==> config.mk <==
export PLATFORM = sky130hd
export DESIGN_NAME = board_interrupt_aggregator
export DESIGN_NICKNAME = d
export VERILOG_FILES = /design/src/irq_agg_pkg.sv /design/src/line_channel.sv /design/src/board_interrupt_aggregator.sv
export SDC_FILE = /design/constraint.sdc
export NUM_CORES = 1
export LEC_CHECK = 0
export ABC_CLOCK_PERIOD_IN_PS = 2750
export BUFFER_PORTS_ARGS = -buffer_cell sky130_fd_sc_hd__buf_2
export CORE_ASPECT_RATIO = 0.6
export CORE_MARGIN = 2
export CORE_UTILIZATION = 50
export CTS_BUF_LIST = sky130_fd_sc_hd__clkbuf_4 sky130_fd_sc_hd__clkbuf_8 sky130_fd_sc_hd__clkbuf_16
export DETAILED_ROUTE_END_ITERATION = 8
export PLACE_DENSITY_LB_ADDON = 0.25
export SYNTH_ARGS = -nofsm -noshare
export SYNTH_HDL_FRONTEND = slang
export SYNTH_SLANG_ARGS = --single-unit
==> constraint.sdc <==
create_clock -name i_mclk -period 2.75 [get_ports i_mclk]
set_input_delay 0.275 -clock i_mclk [delete_from_list [all_inputs] [get_ports i_mclk]]
set_output_delay 0.275 -clock i_mclk [all_outputs]
set_load 0.05 [all_outputs]
==> src/irq_agg_pkg.sv <==
package irq_agg_pkg;
    // Channel indices of the peripheral status lines
    localparam int            NUM_CH        = 4;
    localparam int            CH_SRQ        = 0;
    localparam int            CH_AGG        = 1;
    localparam int            CH_REN        = 2;
    // Request level field of configuration register one
    localparam int            LEVEL_W       = 3;
    localparam logic [2:0]    LEVEL_MIN     = 3'h1;
    localparam logic [2:0]    LEVEL_RST     = 3'h1;
    // Vector width and default vector values
    localparam int            VEC_W         = 8;
    localparam logic [7:0]    NORMAL_VEC_RST = 8'h40;
    localparam logic [7:0]    FAULT_VEC_RST  = 8'h41;
    // Line reset level: inactive high
    localparam logic [3:0]    LINES_RST     = 4'hf;
endpackage

==> src/line_channel.sv <==
`timescale 1ns/1ns
// One channel: line level, falling-edge transition flag, interrupt request
module line_channel (
    input  wire logic i_mclk,
    input  wire logic i_rst_n,
    input  wire logic i_line,
    input  wire logic i_irq_enable,
    input  wire logic i_clear_transition,
    output logic      o_level,
    output logic      o_transition,
    output logic      o_irq
);
    logic prev_line;
    logic next_transition;
    wire  falling = prev_line & ~i_line;

    // Set wins over clear so an edge in the clearing cycle is kept
    assign next_transition = falling |
                             (o_transition & ~i_clear_transition);

    // Level bit, edge flag and request all registered
    always_ff @(posedge i_mclk or negedge i_rst_n) begin
        if (!i_rst_n) begin
            prev_line    <= 1'b1;
            o_level      <= 1'b1;
            o_transition <= 1'b0;
            o_irq        <= 1'b0;
        end else begin
            prev_line    <= i_line;
            o_level      <= i_line;
            o_transition <= next_transition;
            o_irq        <= next_transition & i_irq_enable;
        end
    end

    a_edge_sets_flag : assert property (
        @(posedge i_mclk) disable iff (!i_rst_n)
        $fell(i_line) |=> o_transition)
        else $error("Falling edge did not set transition flag");
endmodule

==> src/board_interrupt_aggregator.sv <==
`timescale 1ns/1ns
// Functional notes
// - Interrupt on three event kinds only
// - Request level selectable one through seven
// - Sources ORed onto channel one line
// - Line level readable as status bit
// - Falling edge sets transition flag
// - Channels zero to two may interrupt on edge; channel three line is tied high
// - Channel one requests only when enabled
// - DMA bus error pulls line low
// - Synchronization after DMA pulls line low
// - Status read releases controller interrupt hold
// - Config one write clears synchronization
// - Bus error line returns on release
// - Channel one error sets fault, transition
// - Channel zero error: own fault, ch1 transition
// - Acknowledge returns normal or fault vector
// - Reading status register clears only the controller hold
// - Channel zero line follows SRQ low
// - Channel two line follows REN low
module board_interrupt_aggregator (
    input  wire logic        i_mclk,
    input  wire logic        i_rst_n,
    // Event sources
    input  wire logic        i_tlc_irq,
    input  wire logic        i_dma_done,
    input  wire logic        i_all_accepted,
    input  wire logic        i_berr_n,
    input  wire logic        i_ch0_active,
    input  wire logic        i_ch1_active,
    input  wire logic        i_srq_n,
    input  wire logic        i_ren_n,
    // Software accesses
    input  wire logic        i_irq_status_one_rd,
    input  wire logic        i_irq_status_two_rd,
    input  wire logic        i_config_reg_one_wr,
    input  wire logic [2:0]  i_config_level,
    input  wire logic [3:0]  i_channel_irq_enable,
    input  wire logic [3:0]  i_clear_transition,
    input  wire logic [1:0]  i_clear_fault,
    input  wire logic [7:0]  i_normal_vector,
    input  wire logic [7:0]  i_fault_vector,
    input  wire logic        i_normal_vector_wr,
    input  wire logic        i_fault_vector_wr,
    input  wire logic        i_iack,
    // Status and request outputs
    output logic [3:0]       o_line_level_bit,
    output logic [3:0]       o_line_transition_flag,
    output logic [1:0]       o_fault_flag,
    output logic             o_channel1_peripheral_line,
    output logic             o_sync_pending,
    output logic             o_tlc_hold,
    output logic             o_irq_req,
    output logic [2:0]       o_irq_level,
    output logic [7:0]       o_vector
);
    logic [3:0] lines;
    logic [3:0] chan_irq;
    logic [7:0] normal_vec;
    logic [7:0] fault_vec;
    logic       berr_prev;
    logic       next_sync;
    logic       next_tlc_hold;
    logic       next_line1;
    logic       next_irq;

    // A bus error is counted once per assertion of the error strobe
    wire berr_now   = ~i_berr_n;
    wire berr_start = berr_now & berr_prev;
    wire status_rd  = i_irq_status_one_rd | i_irq_status_two_rd;
    wire sync_event = i_dma_done & i_all_accepted;
    wire ch1_fault  = berr_start & i_ch1_active;
    wire ch0_fault  = berr_start & i_ch0_active & ~i_ch1_active;
    wire level_ok   = i_config_level >= irq_agg_pkg::LEVEL_MIN;

    // Sync condition: set wins over the clearing write
    assign next_sync = sync_event |
                       (o_sync_pending & ~i_config_reg_one_wr);
    // Controller interrupt latched until a status register read
    assign next_tlc_hold = (i_tlc_irq & ~status_rd) |
                           (o_tlc_hold & ~status_rd);
    // Any source low pulls the line; bus error releases on its own
    assign next_line1 = ~(next_tlc_hold | next_sync |
                          berr_now);
    assign next_irq = |chan_irq;

    // Line vector handed to the four channels
    assign lines = {1'b1, i_ren_n, next_line1, i_srq_n};

    // Per-channel edge detection and interrupt gating
    genvar ch;
    generate
        for (ch = 0; ch < irq_agg_pkg::NUM_CH; ch++) begin : g_ch
            line_channel u_ch (
                .i_mclk             (i_mclk),
                .i_rst_n            (i_rst_n),
                .i_line             (lines[ch]),
                .i_irq_enable       (i_channel_irq_enable[ch]),
                .i_clear_transition (i_clear_transition[ch]),
                .o_level            (o_line_level_bit[ch]),
                .o_transition       (o_line_transition_flag[ch]),
                .o_irq              (chan_irq[ch])
            );
        end
    endgenerate

    // Source latches and the aggregated line
    always_ff @(posedge i_mclk or negedge i_rst_n) begin
        if (!i_rst_n) begin
            o_sync_pending             <= 1'b0;
            o_tlc_hold                 <= 1'b0;
            o_channel1_peripheral_line <= 1'b1;
            // Idle level is no error, so no false start follows reset
            berr_prev                  <= 1'b1;
        end else begin
            o_sync_pending             <= next_sync;
            o_tlc_hold                 <= next_tlc_hold;
            o_channel1_peripheral_line <= next_line1;
            berr_prev                  <= ~berr_now;
        end
    end

    // Fault flags per channel, set wins over clear
    always_ff @(posedge i_mclk or negedge i_rst_n) begin
        if (!i_rst_n) begin
            o_fault_flag <= 2'h0;
        end else begin
            o_fault_flag[1] <= ch1_fault |
                               (o_fault_flag[1] & ~i_clear_fault[1]);
            o_fault_flag[0] <= ch0_fault |
                               (o_fault_flag[0] & ~i_clear_fault[0]);
        end
    end

    // Level register: out-of-range writes are ignored
    always_ff @(posedge i_mclk or negedge i_rst_n) begin
        if (!i_rst_n) begin
            o_irq_level <= irq_agg_pkg::LEVEL_RST;
        end else if (i_config_reg_one_wr && level_ok) begin
            o_irq_level <= i_config_level;
        end
    end

    // Vector registers and request output
    always_ff @(posedge i_mclk or negedge i_rst_n) begin
        if (!i_rst_n) begin
            normal_vec <= irq_agg_pkg::NORMAL_VEC_RST;
            fault_vec  <= irq_agg_pkg::FAULT_VEC_RST;
            o_vector   <= irq_agg_pkg::NORMAL_VEC_RST;
            o_irq_req  <= 1'b0;
        end else begin
            if (i_normal_vector_wr) begin
                normal_vec <= i_normal_vector;
            end
            if (i_fault_vector_wr) begin
                fault_vec <= i_fault_vector;
            end
            // Vector picked on the channel one fault flag so the handler can branch
            o_vector  <= o_fault_flag[1] ? fault_vec : normal_vec;
            o_irq_req <= next_irq & ~i_iack;
        end
    end

    a_sync_pulls_low : assert property (
        @(posedge i_mclk) disable iff (!i_rst_n)
        (i_dma_done && i_all_accepted) |=> !o_channel1_peripheral_line)
        else $error("Sync did not pull line low");
    a_read_clears_hold : assert property (
        @(posedge i_mclk) disable iff (!i_rst_n)
        (i_irq_status_one_rd || i_irq_status_two_rd) |=> !o_tlc_hold)
        else $error("Status read did not clear hold");
    a_cfg_write_clears : assert property (
        @(posedge i_mclk) disable iff (!i_rst_n)
        (i_config_reg_one_wr && !(i_dma_done && i_all_accepted))
        |=> !o_sync_pending)
        else $error("Config write did not clear sync");
    a_berr_pulls_low : assert property (
        @(posedge i_mclk) disable iff (!i_rst_n)
        !i_berr_n |=> !o_channel1_peripheral_line)
        else $error("Bus error did not pull line low");
    a_line_returns_high : assert property (
        @(posedge i_mclk) disable iff (!i_rst_n)
        (i_berr_n && !o_sync_pending && !o_tlc_hold && !i_tlc_irq
         && !(i_dma_done && i_all_accepted))
        |=> o_channel1_peripheral_line)
        else $error("Line did not return high");
    a_ch1_fault_set : assert property (
        @(posedge i_mclk) disable iff (!i_rst_n)
        ($fell(i_berr_n) && i_ch1_active) |=> o_fault_flag[1])
        else $error("Channel one fault not set");
    a_ch0_fault_only : assert property (
        @(posedge i_mclk) disable iff (!i_rst_n)
        ($fell(i_berr_n) && i_ch0_active && !i_ch1_active)
        |=> o_fault_flag[0] && $stable(o_fault_flag[1]))
        else $error("Channel zero fault misrouted");
    a_vector_select : assert property (
        @(posedge i_mclk) disable iff (!i_rst_n)
        (o_fault_flag[1] && !i_fault_vector_wr && $stable(fault_vec))
        |=> o_vector == fault_vec)
        else $error("Wrong vector while fault set");
    a_level_in_range : assert property (
        @(posedge i_mclk) disable iff (!i_rst_n)
        o_irq_level != 3'h0)
        else $error("Request level out of range");
endmodule

# == Word-level counts from Yosys, hierarchy flattened ==
# Cells that the tools add are included.
# totals
output_inout_bits,25
register_bits,44
elab_cells,70
in_bits,45
# classes
bitwise_logic,46
n_lt_le_gt_ge,1
n_reduce_logical,2
mux,1
# op_table
op,count
1-bit bitwise AND,22
1-bit NOT,14
1-bit OR,10
8-bit two-way mux,1
4-bit OR reduction,1
"3-bit by 1-bit >= comparator with 1-bit output, second input constant",1
1-bit logical AND,1

# == Longest topological paths before layout ==
# logic_depth
ltp_word,9
ltp_mapped,3
ltp_nobuf,3

# == Modules after synthesis ==
# A second synthesis with hierarchy kept.
# hier_totals
hier_cells,111
area_unflattened_um2,1709.1
# modules_own_cells
module,n_inst,seq_area_each_um2,cells_per_inst,area_each_um2
board_interrupt_aggregator,1,859.6,83,1293.7
line_channel,4,76.3,7,103.8

# == Worst setup path before layout ==
# No wires, ideal clock.
# synth_path
path_type,register to register
startpoint,reg o_fault_flag[1]
endpoint,reg o_vector[0]
path_buffers,1
path_slack_ps,1407
synth_period_minus_slack_ps,1343
setup_ps,125
t_required_ps,2625
t_arrival_ps,1219
stages_incl_launch_ff,3
cell_sequence,dfrtp_1 -> buf_2 -> mux2_2
# synth_between
elab_chain_cells,1
# synth_rtl
item,line_no,source
from (decl),board_interrupt_aggregator.sv:49,"output logic [1:0] o_fault_flag,"
from (signal assigned),board_interrupt_aggregator.sv:128,o_fault_flag[1] <= ch1_fault |
8-bit two-way mux,board_interrupt_aggregator.sv:159,o_vector <= o_fault_flag[1] ? fault_vec : normal_vec;
to (signal assigned),board_interrupt_aggregator.sv:149,o_vector <= irq_agg_pkg::NORMAL_VEC_RST;
to (signal assigned),board_interrupt_aggregator.sv:159,
to (decl),board_interrupt_aggregator.sv:55,output logic [7:0] o_vector
# No other way between the ends.
# A chain may end at the register's enable or synchronous reset.

# == Worst setup path after layout ==
# layout_path
startpoint,reg o_fault_flag[1]
endpoint,out o_fault_flag[1]
# No word-level cell between the ends.

==> impl_metrics.toml <==
[die]
fp.coreArea_um2 = 3240
row_count = 16
die_h_um = 48.9
design.die.area_um2 = 3860
io-pin-count = 70
initial_utilization_pct = 51.9
fp.dieW_um = 78.9

[worst_setup_path]
crit_path_start_kind = "flip-flop"
crit_path_cell_trace = "buf_2"
crit_buf_inv = 1
rrSetupSlack_ps = 1620
worstReg2RegStart = "o_fault_flag[1]"
slowest_delay_ps = 610
worstPathArrival_ps = 1240
critPathRequiredTime_ps = 2480
end_kind = "output port"
path_class = "flip-flop to output port"
path_max_fanout = 10
path_delay_family = "flip-flops"
crit_slowest_cell = "dfrtp_1"
crit_start = "o_fault_flag[1]"

[outcome]
status = "finished clean"

[placement]
dp.cells = 218
place_area_um2 = 2000
dp_hpwl_mm = 2.27
port_buffers = 68
gp_congestion = 0.730

[clock_network]
cts_max_path_buffers = 2
numCtsBuffers = 5
clock_sinks = 44
tritoncts = "built"
cts_hold_buffers = 0
root_buffer = "clkbuf_8"
cts.repair.resized = 0
post_cts_buffers = 0
clk_pin_slew_ps = 70
worstSkewPairLatency_ps = 280
cts_max_level = 2

[sta]
worstMarginPinSlew_ps = 924
rsz0062_at_grt = "false"
period_share_pct = 55.2
layout_min_cycle_time_ps = 1520
finalHoldViolCount = 0
max-slew-margin-rel_pct = 38.4
report.final.slew_viol_count = 0
skew_ps = 1.92
max_freq_mhz = 659
setup-tns-final_ps = 0
setup_viol = 0

[layout]
fin_cells = 226
design_area_um2 = 2090
syn_to_final_growth_pct = 24.6
final_cell_mix = "buf_2, dfrtp_1, mux2_2"
finish.net_count = 225
diodes = 0
final_common_cell = "buf_2"
drive_above_1_share_pct = 63.0

[synth]
synth_simple_gate_area_share_pct = 4.69
synth.avg_cell_area_um2 = 14.5
syn_inst = 116
synth_fp_nets = 161
synth_fa_ha_area_share_pct = 0
synthMuxAreaShare_pct = 16.1
synthDistinctLibCells = 22
synth_compound_area_share_pct = 6.85
ys_seq_elements = 44
ys_seq_area_share_pct = 66.1
synth_xor_area_share_pct = 0
syn-cell-area_um2 = 1680
synth_top_family_by_area = "multiplexers"
ys.warnings.count = 0

[route]
drcViolationCount = 0
detail_route.wl_per_cell_um = 13.2
finalWirelength_mm = 2.99
drtIter0Drc = 44
antenna_left = 0
drt-vias-per-instance = 4.69
dr.pass1.iters = 2
num_vias = 1060

[grt]
grt_usage_pct = 17.1
grt_pass1_wl_mm = 5.04
grt_start_max_net_pins = 45
antenna_found_initial = 0
grt_pass1_vias = 1113
grt-ovfl-total = 0

[min_path]
hp-class = "input port to flip-flop"
worstHoldStart = "i_srq_n"

[power_and_ir_drop]
p_per_area_nw_per_um2 = 686
p_leak_nw = 1.04
peakVddDrop_v = 0.000424
totalPowerFinal_mw = 1.44

[job]
maxCapViolations = 0
==> power breakdown <==
part	internal, mW	switching (mW)	leakage (nW)	total, mW
sequential	0.716	0.0301	0.522	0.746
combinational	0.0979	0.195	0.464	0.293
clock	0.210	0.189	0.0498	0.399
==> final cells by class <==
type                       instances  area, um^2
multi-input combinational         54         468
fill                             253        1150
timing repair buffer              68         340
inverter                           7        26.3
clock buffer                       8        91.3
tap                               45        56.3
sequential                        44        1110
==> cells by family after synthesis <==
| logic type | Yosys count |
|---|---|
| simple gates | 13 |
| mux | 24 |
| flops | 44 |
| buf+inv | 18 |
| compound gates | 16 |
| other cells | 1 |
==> worst paths after layout <==
| kind | end | cells after the start |
|---|---|---|
| setup / recovery | o_fault_flag[1] | 1 |
| hold / removal | g_ch[0].u_ch.prev_line | 1 |
| setup reg to reg | o_vector[7] | 1 |
| hold reg to reg | o_irq_req | 2 |
| max in group asynchronous | g_ch[2].u_ch.o_irq | 1 |
| min in group asynchronous | normal_vec[2] | 1 |
==> per-layer routing <==
layer,share of wire [%],track usage [%],vias to the layer above
met5,0,0,-
met1,48,22.7,508
met2,46,27.1,36
met3,6.7,6.30,0
met4,0,4.31,0
li1,-,-,516
==> state kept, by name, summed over array words and instances (netlist names) <==
register / flops
o_irq_req: 1
g_ch.u_ch.o_irq: 4
g_ch.u_ch.prev_line: 3
o_irq_level: 3
fault_vec: 8
normal_vec: 8
berr_prev: 1
o_vector: 8
o_sync_pending: 1
g_ch.u_ch.o_transition: 4
o_tlc_hold: 1
o_fault_flag: 2
==> metrics by stage <==
step           hold WS (ps)  setup slack [ps]  util, %
2_1_floorplan         -20.6              1410        -
3_3_place_gp            391              1570     61.8
3_5_place_dp            395              1540     61.8
4_1_cts                87.9              1220     64.6
5_1_grt                80.5              1150     64.6
6_report                102              1230     64.6
==> synthesized netlist by cell type <==
cell type  instances  share of area [%]
conb_1             1               0.22
dfstp_2            9                 14
mux2_2            24                 16
inv_1              6                1.3
nand3b_1           1               0.45
a221oi_2           1               0.89
a22o_2             3                1.8
o31a_1             1               0.52
nand4bb_1          1               0.67
nor4_1             1               0.37
inv_2              1               0.22
nor3_1             1               0.30
o21ai_0            6                1.8
nor2_1             3               0.67
dfrtp_1           35                 52
nor2b_1            3                1.1
a22o_1             1               0.52
and2_1             3                1.1
o22ai_1            2               0.74
buf_2              3               0.89
buf_4              8                3.6
a21oi_1            2               0.60
No activity file was read; power rests on OpenSTA's default activity.
